[config.mk]
export PLATFORM = sky130hd
export DESIGN_NAME = cwr_regs
export DESIGN_NICKNAME = d
export VERILOG_FILES = /design/src/cwr_pkg.sv /design/src/cwr_regs.sv
export SDC_FILE = /design/constraint.sdc
export NUM_CORES = 1
export LEC_CHECK = 0
export BUFFER_PORTS_ARGS = -buffer_cell sky130_fd_sc_hd__buf_4
export CAP_MARGIN = 25
export CORE_MARGIN = 2
export CORE_UTILIZATION = 56
export CTS_CLUSTER_SIZE = 30
export DETAILED_ROUTE_END_ITERATION = 7
export GPL_ROUTABILITY_DRIVEN = 0
export HOLD_SLACK_MARGIN = 0.15
export PLACE_DENSITY_LB_ADDON = 0.12
export RECOVER_POWER = 100
export SETUP_SLACK_MARGIN = 0.1
export SLEW_MARGIN = 20
export SYNTH_ARGS = -nofsm -noshare
export SYNTH_HDL_FRONTEND = slang
export SYNTH_SLANG_ARGS = --single-unit
[constraint.sdc]
create_clock -name core_clk -period 5.65 [get_ports core_clk]
set_clock_uncertainty 0.15 [all_clocks]
set_input_delay 1.13 -clock core_clk [delete_from_list [all_inputs] [get_ports core_clk]]
set_output_delay 1.13 -clock core_clk [all_outputs]
set_load 0.05 [all_outputs]
[src/cwr_pkg.sv]
`default_nettype none
package cwr_pkg;
  localparam int          NUM_WIN_DOC      = 5;
  localparam logic [7:0]  ADDR_CSC         = 8'h04;
  localparam logic [7:0]  ADDR_CSC_CFG     = 8'h05;
  localparam logic [7:0]  ADDR_DETECT_CTRL = 8'h16;
  localparam logic [7:0]  ADDR_GLOBAL      = 8'h1E;
  localparam logic [7:0]  ADDR_IRQ_STAT    = 8'h40;
  localparam logic [7:0]  ADDR_IRQ_MASK    = 8'h41;
  localparam logic [NUM_WIN_DOC-1:0][7:0] ADDR_WIN =
    {8'h35, 8'h2D, 8'h25, 8'h1D, 8'h15};

  localparam int BIT_WIN_WP         = 7;
  localparam int BIT_WIN_ATTR       = 6;
  localparam int BIT_SENSE2         = 7;
  localparam int BIT_SENSE1         = 6;
  localparam int BIT_SOFT_DETECT    = 5;
  localparam int BIT_WAKE_EN        = 4;
  localparam int BIT_REMOVAL_SEL    = 1;
  localparam int BIT_CSC_FLAG       = 0;
  localparam int BIT_DETECT_IRQ_EN  = 3;
  localparam int BIT_FLAG_CLEAR     = 2;
  localparam int IRQ_W              = 2;
  localparam int BIT_IRQ_DETECT     = 0;
  localparam int BIT_IRQ_SOFT       = 1;

  localparam logic [7:0]       RST_WIN  = 8'h00;
  localparam logic [IRQ_W-1:0] RST_IRQ  = 2'h0;
  localparam logic [1:0]       CD_EMPTY = 2'h3;
  localparam logic [1:0]       CD_FULL  = 2'h0;

  typedef struct packed {
    logic       write_protect;
    logic       attr_mem;
    logic [5:0] offset_upper_bits;
  } cwr_win_s;
endpackage
`default_nettype wire

[src/cwr_regs.sv]
`default_nettype none
module cwr_regs
  import cwr_pkg::*;
#(
  parameter int NUM_WIN = NUM_WIN_DOC
) (
  input  wire logic                core_clk,              // Clock, 40 MHz.
  input  wire logic                sys_rst,               // Sync reset, high.
  input  wire logic [7:0]          reg_addr,              // Register address.
  input  wire logic [7:0]          reg_wdata,             // Write data.
  input  wire logic                reg_wr,                // Write strobe.
  input  wire logic                reg_rd,                // Read strobe.
  output logic      [7:0]          reg_rdata,             // Read data.
  input  wire logic                voltage_sense_pin_a,   // Sense pin a level.
  input  wire logic                voltage_sense_pin_b,   // Sense pin b level.
  input  wire logic                card_present_a_n,      // Detect a, low.
  input  wire logic                card_present_b_n,      // Detect b, low.
  input  wire logic [NUM_WIN-1:0]  win_wr_req,            // Host write via win.
  output logic      [NUM_WIN-1:0]  win_wr_allow,          // Write may proceed.
  output cwr_win_s  [NUM_WIN-1:0]  win_cfg,               // Window settings.
  output logic                     ring_indicate_output_n, // Wake, low.
  output logic                     irq                    // Level interrupt.
);

  initial begin
    if (NUM_WIN < 1 || NUM_WIN > NUM_WIN_DOC) begin
      $error("NUM_WIN out of range");
    end
  end

  logic [7:0]       win_ff [NUM_WIN];
  logic [7:0]       nxt_win [NUM_WIN];
  logic             wake_en_ff;
  logic             nxt_wake_en;
  logic             removal_sel_ff;
  logic             nxt_removal_sel;
  logic             detect_irq_en_ff;
  logic             nxt_detect_irq_en;
  logic             flag_clear_ff;
  logic             nxt_flag_clear;
  logic             csc_flag_ff;
  logic             nxt_csc_flag;
  logic             ring_low_ff;
  logic             nxt_ring_low;
  logic [1:0]       cd_prev_ff;
  logic [1:0]       nxt_cd_prev;
  logic             cd_valid_ff;
  logic             nxt_cd_valid;
  logic [IRQ_W-1:0] irq_stat_ff;
  logic [IRQ_W-1:0] nxt_irq_stat;
  logic [IRQ_W-1:0] irq_mask_ff;
  logic [IRQ_W-1:0] nxt_irq_mask;
  logic [7:0]       rdata_ff;
  logic [7:0]       nxt_rdata;

  logic [1:0] cd_now;
  logic       cd_change;
  logic       removal;
  logic       removal_rst;
  logic       soft_detect;
  logic       wr_ctrl;

  assign cd_now    = {card_present_b_n, card_present_a_n};
  assign cd_change = cd_valid_ff && (cd_now != cd_prev_ff);
  // A removal is a fully seated card losing either detect contact.
  assign removal   = cd_change && (cd_prev_ff == CD_FULL);
  assign removal_rst = removal && removal_sel_ff;
  assign wr_ctrl   = reg_wr && (reg_addr == ADDR_DETECT_CTRL);
  assign soft_detect = wr_ctrl && reg_wdata[BIT_SOFT_DETECT]
                       && detect_irq_en_ff;

  genvar gi;
  generate
    for (gi = 0; gi < NUM_WIN; gi++) begin : g_win
      always_comb begin
        nxt_win[gi] = win_ff[gi];
        if (removal_rst) begin
          nxt_win[gi] = RST_WIN;
        end else if (reg_wr && reg_addr == ADDR_WIN[gi]) begin
          nxt_win[gi] = reg_wdata;
        end
      end

      always_ff @(posedge core_clk) begin
        if (sys_rst) begin
          win_ff[gi] <= RST_WIN;
        end else begin
          win_ff[gi] <= nxt_win[gi];
        end
      end

      assign win_cfg[gi].write_protect     = win_ff[gi][BIT_WIN_WP];
      assign win_cfg[gi].attr_mem          = win_ff[gi][BIT_WIN_ATTR];
      assign win_cfg[gi].offset_upper_bits = win_ff[gi][5:0];
      assign win_wr_allow[gi] = win_wr_req[gi]
                                && !win_ff[gi][BIT_WIN_WP];
    end
  endgenerate

  always_comb begin
    nxt_wake_en       = wake_en_ff;
    nxt_removal_sel   = removal_sel_ff;
    nxt_detect_irq_en = detect_irq_en_ff;
    nxt_flag_clear    = flag_clear_ff;
    nxt_irq_mask      = irq_mask_ff;
    if (removal_rst) begin
      nxt_wake_en       = 1'b0;
      nxt_removal_sel   = 1'b0;
      nxt_detect_irq_en = 1'b0;
      nxt_flag_clear    = 1'b0;
    end else if (reg_wr) begin
      case (reg_addr)
        ADDR_DETECT_CTRL: begin
          nxt_wake_en     = reg_wdata[BIT_WAKE_EN];
          nxt_removal_sel = reg_wdata[BIT_REMOVAL_SEL];
        end
        ADDR_CSC_CFG: nxt_detect_irq_en = reg_wdata[BIT_DETECT_IRQ_EN];
        ADDR_GLOBAL:  nxt_flag_clear    = reg_wdata[BIT_FLAG_CLEAR];
        ADDR_IRQ_MASK: nxt_irq_mask     = reg_wdata[IRQ_W-1:0];
        default: ;
      endcase
    end
  end

  // The flag is set by a real detect change or by the software trigger, and
  // a set in the same cycle as a clear keeps the flag so no event is lost.
  always_comb begin
    nxt_csc_flag = csc_flag_ff;
    if (!flag_clear_ff && reg_rd && reg_addr == ADDR_CSC) begin
      nxt_csc_flag = 1'b0;
    end
    if (flag_clear_ff && reg_wr && reg_addr == ADDR_CSC
        && reg_wdata[BIT_CSC_FLAG]) begin
      nxt_csc_flag = 1'b0;
    end
    if (cd_change || soft_detect) begin
      nxt_csc_flag = 1'b1;
    end
  end

  always_comb begin
    nxt_ring_low = ring_low_ff;
    if (ring_low_ff) begin
      nxt_ring_low = nxt_csc_flag;
    end else if (cd_change && wake_en_ff) begin
      nxt_ring_low = 1'b1;
    end
  end

  always_comb begin
    nxt_irq_stat = irq_stat_ff;
    if (reg_wr && reg_addr == ADDR_IRQ_STAT) begin
      nxt_irq_stat = irq_stat_ff & ~reg_wdata[IRQ_W-1:0];
    end
    if (cd_change) begin
      nxt_irq_stat[BIT_IRQ_DETECT] = 1'b1;
    end
    if (soft_detect) begin
      nxt_irq_stat[BIT_IRQ_SOFT] = 1'b1;
    end
  end

  always_comb begin
    nxt_cd_prev  = cd_now;
    nxt_cd_valid = 1'b1;
  end

  always_comb begin
    nxt_rdata = 8'h00;
    if (reg_rd) begin
      case (reg_addr)
        ADDR_DETECT_CTRL: begin
          // Soft trigger and reserved bits stay zero here.
          nxt_rdata[BIT_SENSE2]      = voltage_sense_pin_b;
          nxt_rdata[BIT_SENSE1]      = voltage_sense_pin_a;
          nxt_rdata[BIT_WAKE_EN]     = wake_en_ff;
          nxt_rdata[BIT_REMOVAL_SEL] = removal_sel_ff;
        end
        ADDR_CSC:      nxt_rdata[BIT_CSC_FLAG]      = csc_flag_ff;
        ADDR_CSC_CFG:  nxt_rdata[BIT_DETECT_IRQ_EN] = detect_irq_en_ff;
        ADDR_GLOBAL:   nxt_rdata[BIT_FLAG_CLEAR]    = flag_clear_ff;
        ADDR_IRQ_STAT: nxt_rdata[IRQ_W-1:0]         = irq_stat_ff;
        ADDR_IRQ_MASK: nxt_rdata[IRQ_W-1:0]         = irq_mask_ff;
        default: begin
          for (int i = 0; i < NUM_WIN; i++) begin
            if (reg_addr == ADDR_WIN[i]) begin
              nxt_rdata = win_ff[i];
            end
          end
        end
      endcase
    end
  end

  always_ff @(posedge core_clk) begin
    if (sys_rst) begin
      wake_en_ff       <= 1'b0;
      removal_sel_ff   <= 1'b0;
      detect_irq_en_ff <= 1'b0;
      flag_clear_ff    <= 1'b0;
      csc_flag_ff      <= 1'b0;
      ring_low_ff      <= 1'b0;
      cd_prev_ff       <= CD_EMPTY;
      cd_valid_ff      <= 1'b0;
      irq_stat_ff      <= RST_IRQ;
      irq_mask_ff      <= RST_IRQ;
      rdata_ff         <= 8'h00;
    end else begin
      wake_en_ff       <= nxt_wake_en;
      removal_sel_ff   <= nxt_removal_sel;
      detect_irq_en_ff <= nxt_detect_irq_en;
      flag_clear_ff    <= nxt_flag_clear;
      csc_flag_ff      <= nxt_csc_flag;
      ring_low_ff      <= nxt_ring_low;
      cd_prev_ff       <= nxt_cd_prev;
      cd_valid_ff      <= nxt_cd_valid;
      irq_stat_ff      <= nxt_irq_stat;
      irq_mask_ff      <= nxt_irq_mask;
      rdata_ff         <= nxt_rdata;
    end
  end

  assign reg_rdata              = rdata_ff;
  assign ring_indicate_output_n = !ring_low_ff;
  assign irq                    = |(irq_stat_ff & irq_mask_ff);

endmodule // cwr_regs
`default_nettype wire

==> out/metrics.csv, run 1 <==
stage;metric;value;unit
flow_run;maxcap violations;1;
grt;largest net degree at the start of global routing;45;
worst_setup_path;arrival time worst endpoint;3.95;ns
place;hpwl dp;5.960;mm
logic_synthesis;Main synth FF type;dfxtp_1;
clock_tree;Clock Latency Late Sink;0.34;ns
timing;Worst-Margin Slew;1.965;ns
worst_hold_path;hold worst-path end;win_ff[4][2]$_SDFFE_PP0P_;
worst_setup_path;slowest CP cell;nor4_1;
route;vias;3029;
cells_and_area;diode count;0;
route;1st-pass router iterations;6;
logic_synthesis;post-synth top area share;40.94;%
grt;gr ovfl total;0;
route;drt initial violations;297;
clock_tree;clk sinks;61;
worst_setup_path;critical path launch point type;input pin;
route;ANT nets after route;0;
logic_synthesis;synth top area cells;dfxtp_1 41%, mux2i_1 8.4%, a21oi_1 6.0%;
place;Area after DPL;3585;sq um
cells_and_area;final net count;455;
worst_setup_path;FF-to-FF Start;cd_prev_ff[1]$_SDFF_PP1_;
cells_and_area;Finished Cell Area;3567;sq um
timing;Final min period;3.826;ns
logic_synthesis;Synth Instances;353;
timing;Fin. Hold Viols;0;
cells_and_area;share of layout cells above drive strength 1;11.37;%
worst_setup_path;crit-path max cell delay;1.03;ns
floorplanning;Core Region;5140;sq um
worst_setup_path;flop2flop setup slack;2.77;ns
logic_synthesis;FFs w/ async S/R, synth;0;%
logic_synthesis;synth warn;0;
clock_tree;Worst-path clk slew;0.07;ns
worst_hold_path;hold depth;2;
worst_setup_path;Worst Path Required;5.78;ns
clock_tree;# hold bufs at CTS;0;
grt;Overall Global Routing Usage;29.37;%
cells_and_area;Area Overhead vs Synth;19.59;%
worst_setup_path;critical path cell sequence;clkbuf_1, or4b_1, nor4_1, nand4_1, a31oi_1, and2_0;
pwr;Pwr per Cell Area;273.9;nW/um^2
logic_synthesis;Mapped Area;2983;sq um
timing;Fmax achieved;261.4;MHz
worst_setup_path;Crit Path Class;input pin to flop;
pwr;Tot Pwr;977.2;uW
worst_setup_path;Critical path buffers and inverters;1;
timing;Setup TNS Final;0;ns
place;IO buf count;83;
timing;final-report max-slew violation count;45;
run_status;outcome;finished, violations left;
route;post-DR vias/cell;6.046;
logic_synthesis;Synth cell types;52;
route;DR WL/cell;17.24;microns
clock_tree;CTS-repair resized insts;0;
clock_tree;Clock Path Buffers;2;
timing;Slew HR;-31.03;%
timing;part of the cycle the worst path needs;67.72;%
route;WL final;8.639;mm
clock_tree;H-tree levels;3;
floorplanning;Die H;76.99;microns
clock_tree;CTS tree;built;
floorplanning;num rows;26;
pwr;Max IR drop VDD;0.0001736;V
cells_and_area;fin util;69.40;%
worst_setup_path;cell family with most CP delay;simple AND/OR/NAND/NOR gates;
pwr;leakage;1.357;nW
floorplanning;io pins;84;
worst_setup_path;worst r2r dst;win_ff[1][5]$_SDFFE_PP0P_;
grt;initial antenna violation count;0;
clock_tree;Root Driver;clkbuf_8;
logic_synthesis;register bit total from synthesis;61;
floorplanning;Die ar.;5927;sq um
timing;Final WS setup;1.824;ns
logic_synthesis;number of enable flip-flop cells after synthesis;0;
logic_synthesis;cell taking the most area after synthesis;dfxtp_1;
worst_setup_path;crit-path max FO;11;
cells_and_area;Fill cells;499;
timing;RSZ-0062 raised after global routing;no;
logic_synthesis;post-synthesis sequential area ratio;40.94;%
worst_setup_path;Levels on crit path;6;
floorplanning;starting density of the core;58.03;%
grt;first-pass GRT wire length;13.66;mm
run_status;violated checks;capacitance limit, slew limit;
worst_setup_path;crit path capture type;flop;
route;# DRC;0;
floorplanning;die width;76.99;microns
place;DP Worst Slack;2.211;ns
logic_synthesis;syn_nets;382;
grt;vias in the first global route;2722;
timing;endpoints failing setup;0;
worst_hold_path;hold_sp;win_ff[4][2]$_SDFFE_PP0P_;
clock_tree;CTS buffer count;9;
worst_setup_path;reg2reg path depth;5;
worst_hold_path;hold crit path type;flop to flop;
clock_tree;postcts setup bufs;0;
logic_synthesis;syn avg cell area;8.450;sq um
## sequential cells by signal (all words and copies together) (netlist names), 2 cells and up
name	count
reg_rdata	8
win_ff	40
irq_stat_ff	2
irq_mask_ff	2
cd_prev_ff	2
## area by class of cell
cell class,instances,area (sq um),share of cell area (%)
clock buffers,10,127.6,3.578
inverters,10,37.54,1.052
clock inverters,6,111.4,3.122
multi-input cells,260,1577,44.19
well taps,70,87.58,2.455
repair buffers,84,405.4,11.36
flip-flops and latches,61,1221,34.23
## cells in the mapped netlist (6+ instances only)
cell,count
buf_2,6
inv_1,10
a21oi_1,36
dfxtp_1,61
nor2_1,33
clkbuf_1,9
o21ai_0,19
nand2_1,38
nor2b_1,6
mux2i_1,25
nand3_1,31
## power breakdown
group	leakage (nW)	switching, mW	internal, mW
sequential	0.493	0.00178	0.433
clock	0.116	0.175	0.293
combinational	0.748	0.0507	0.0240
## routing by layer
| metal | vias to the layer above | share of wire (%) | global-route usage (%) |
|---|---|---|---|
| met4 | 0 | 2.0 | 11.61 |
| met5 | - | 0 | 0 |
| met2 | 173 | 47 | 46.05 |
| met3 | 22 | 9.9 | 8.941 |
| li1 | 1430 | - | - |
| met1 | 1404 | 41 | 37.89 |
## cells by family after synthesis
family	count (synthesis)	synth area share, %
buf+inv	32	5.285
compound gates	92	19.17
flops	61	40.94
simple gates	140	25.25
xor+xnor	2	0.5874
mux	26	8.767
## worst reg2reg max path, stage by stage (launching register included)
cell	delay, ns
dfxtp_1	0.35
xor2_1	0.16
o21ai_0	0.27
o21ai_2	0.20
clkbuf_1	1.41
a21oi_1	0.14
## cells in the final DEF (no fill, tap or decap), drive strengths merged, types with 3 or more instances in the layout
| cell type | instances |
|---|---|
| a21oi | 36 |
| or4b | 4 |
| inv | 10 |
| a31oi | 3 |
| clkbuf | 70 |
| mux2i | 25 |
| nand3 | 31 |
| a221o | 3 |
| nand2 | 38 |
| nor3b | 3 |
| dfxtp | 61 |
| nor2b | 6 |
| o21ai | 22 |
| bufinv | 3 |
| and3 | 3 |
| a22oi | 4 |
| nor4 | 5 |
| nor2 | 34 |
| buf | 24 |
| o22ai | 4 |
| a221oi | 5 |
| o211ai | 3 |
## metrics by stage
step	hold WS (ns)	std cells
finish	0.3278	501
floorplan	0.2996	353
global route	0.3542	501
global placement	0.3159	485
detailed placement	0.3235	485
CTS	0.3312	501
## worst max path at each step
stage / from / endpoint / slack (ns)
after floorplan: win_wr_req[0] / win_wr_allow[0] / 2.53
after global placement: reg_addr[1] / win_ff[3][0]$_SDFFE_PP0P_ / 2.26
after detailed placement: reg_addr[1] / win_ff[3][0]$_SDFFE_PP0P_ / 2.21
after CTS: reg_addr[1] / win_ff[3][0]$_SDFFE_PP0P_ / 2.55
after global routing: reg_addr[6] / reg_rdata[4]$_SDFF_PP0_ / 1.60
final: reg_addr[6] / ring_low_ff$_SDFF_PP0_ / 1.82
Power figures use the tool's default switching activity.
==> inputs of run 2 (changes only) <==
Settings changed: CORE_UTILIZATION 56 to 47.
Clock period 5.65 ns to 3.41 ns, I/O delays scaled along.
==> run 2 against run 1 <==
Net effect:
- the flow now finishes without violations
- total power is 45% higher
- hold slack better by 0.0020 ns
- count of clock-buffer cells in the layout is 5 higher
- wire length is 2.2% lower
- clock power is 22% higher
- sequential cell count stayed put
- non-clock buffer count is 6 higher
- setup slack worse by 1.2 ns
- cell area is 0.25% higher
- cell count is 2.6% higher
==> out/metrics.csv, run 2 (synthesized netlist as in run 1, its figures left out) <==
stage;metric;value;unit;change
grt;Overall Global Routing Usage;24.71;%;-4.7 points
timing;Setup TNS Final;0;ns;unchanged
grt;first-pass GRT wire length;13.72;mm;+0.40%
clock_tree;Clock Path Buffers;2;;unchanged
clock_tree;Worst-path clk slew;0.06;ns;about the same
timing;part of the cycle the worst path needs;81.29;%;
floorplanning;Die H;83.67;microns;+8.7%
cells_and_area;Most flops, register;win_ff;;
clock_tree;CTS-repair resized insts;0;;unchanged
route;DR WL/cell;16.44;microns;-4.7%
timing;Fmax achieved;360.8;MHz;
route;vias;2942;;-2.9%
worst_hold_path;hold crit path type;flop to flop;;
timing;Fin. Hold Viols;0;;unchanged
route;1st-pass router iterations;4;;-2
floorplanning;starting density of the core;47.79;%;-10 points
place;IO buf count;83;;unchanged
worst_setup_path;Crit Path Class;input pin to flop;;
route;post-DR vias/cell;5.724;;-5.3%
pwr;Tot Pwr;1.416;mW;+45%
cells_and_area;final net count;461;;+1.3%
timing;Slew HR;37.83;%;+69 points
cells_and_area;Area Overhead vs Synth;19.88;%;
clock_tree;CTS tree;built;;
worst_setup_path;cell family with most CP delay;buffers and inverters;;
run_status;outcome;complete, no violations;;
grt;vias in the first global route;2708;;-0.51%
flow_run;maxcap violations;0;;-1
worst_setup_path;Critical path buffers and inverters;2;;+1
clock_tree;postcts setup bufs;0;;unchanged
worst_setup_path;Worst Path Required;3.50;ns;-2.28 ns
cells_and_area;Fill cells;623;;+25%
place;hpwl dp;6.164;mm;+3.4%
cells_and_area;sequential cell area;1221;sq um;unchanged
worst_setup_path;crit-path max FO;13;;+2
cells_and_area;fin util;57.30;%;-12 points
floorplanning;num rows;29;;+12%
pwr;Max IR drop VDD;0.0002503;V;+44%
floorplanning;io pins;84;;unchanged
clock_tree;# hold bufs at CTS;0;;unchanged
pwr;leakage;1.368;nW;+0.83%
grt;gr ovfl total;0;;unchanged
worst_setup_path;CP most frequent cell;clkbuf_1;;
timing;Final min period;2.772;ns;
cells_and_area;area taken by multi-input logic gates;1598;sq um;+1.3%
pwr;Pwr per Cell Area;396.1;nW/um^2;+45%
cells_and_area;commonest non-fill, non-tap cell in the layout;clkbuf_1;;
grt;initial antenna violation count;0;;unchanged
clock_tree;Clock Latency Late Sink;0.34;ns;about the same
worst_setup_path;arrival time worst endpoint;2.86;ns;-1.09 ns
timing;Final WS setup;0.6382;ns;-1.186 ns
route;WL final;8.449;mm;-2.2%
clock_tree;CTS buffer count;9;;unchanged
floorplanning;Die ar.;7000;sq um;+18%
timing;endpoints failing setup;0;;unchanged
cells_and_area;commonest non-fill, non-tap cells in the layout;63 x clkbuf_1, 61 x dfxtp_1, 38 x nand2_1;;
worst_setup_path;critical path cell sequence;clkbuf_1, nand4b_1, clkbuf_1, nor2_8, a32o_1, o21ai_0, a221oi_1;;
worst_setup_path;slowest CP cell;nand4b_1;;
grt;largest net degree at the start of global routing;45;;unchanged
route;# DRC;0;;unchanged
floorplanning;die width;83.67;microns;+8.7%
cells_and_area;diode count;0;;unchanged
floorplanning;Core Region;6241;sq um;+21%
place;DP Worst Slack;0.6446;ns;-1.567 ns
timing;RSZ-0062 raised after global routing;no;;
worst_setup_path;crit path capture type;flop;;
clock_tree;Root Driver;clkbuf_8;;
cells_and_area;max FFs per register;40;;unchanged
worst_setup_path;crit-path max cell delay;0.45;ns;-0.58 ns
route;drt initial violations;257;;-13%
cells_and_area;share of layout cells above drive strength 1;12.36;%;+0.99 points
timing;Worst-Margin Slew;0.9326;ns;-1.033 ns
clock_tree;clk sinks;61;;unchanged
route;ANT nets after route;0;;unchanged
worst_setup_path;critical path launch point type;input pin;;
clock_tree;H-tree levels;3;;unchanged
timing;final-report max-slew violation count;0;;-100%
run 2: layer usage:
metal	vias to the layer above	global-route usage (%)	share of wire, %
met5	-	0	0
met4	0	10.56	1.7
met3	12	5.341	6.9
met2	109	36.36	45
met1	1380	34.93	46
li1	1441	-	-
run 2: final cells by class:
type | count | area share, %
timing repair buffer | 90 | 12.63
multi-input combinational | 260 | 44.68
clock buffer | 15 | 4.654
sequential | 61 | 34.15
inverter | 10 | 1.050
tap | 77 | 2.694
clock inverter | 1 | 0.1400
run 2: worst reg2reg max path: stages (launching register included):
cell	delay, ns
dfxtp_1	0.32
xor2_1	0.13
o21ai_0	0.54
o21ai_2	0.11
clkbuf_2	0.55
a21oi_1	0.35
run 2: worst paths after layout:
| kind | startpoint | end | slack, ns | cells after the start |
|---|---|---|---|---|
| min reg2reg | win_ff[4][6]$_SDFFE_PP0P_ | win_ff[4][6]$_SDFFE_PP0P_ | 0.33 | 2 |
| max | reg_addr[3] | reg_rdata[6]$_SDFF_PP0_ | 0.64 | 7 |
| max reg2reg | cd_prev_ff[1]$_SDFF_PP1_ | win_ff[4][3]$_SDFFE_PP0P_ | 1.17 | 5 |
| min | win_ff[4][6]$_SDFFE_PP0P_ | win_ff[4][6]$_SDFFE_PP0P_ | 0.33 | 2 |
run 2: through the flow:
step / instances / area, sq um / hold WS [ns]
4_1_cts: 514 / 3810 / 0.3316
3_5_place_dp: 498 / 3638 / 0.3192
3_3_place_gp: 498 / 3638 / 0.3160
5_1_grt: 514 / 3576 / 0.3391
2_1_floorplan: 353 / 2983 / 0.2996
6_report: 514 / 3576 / 0.3298
run 2: power by group:
part / internal, mW / leakage (nW) / switching (mW)
Clock: 0.304 / 0.0877 / 0.266
Sequential: 0.717 / 0.493 / 0.00281
Combinational: 0.0418 / 0.788 / 0.0850
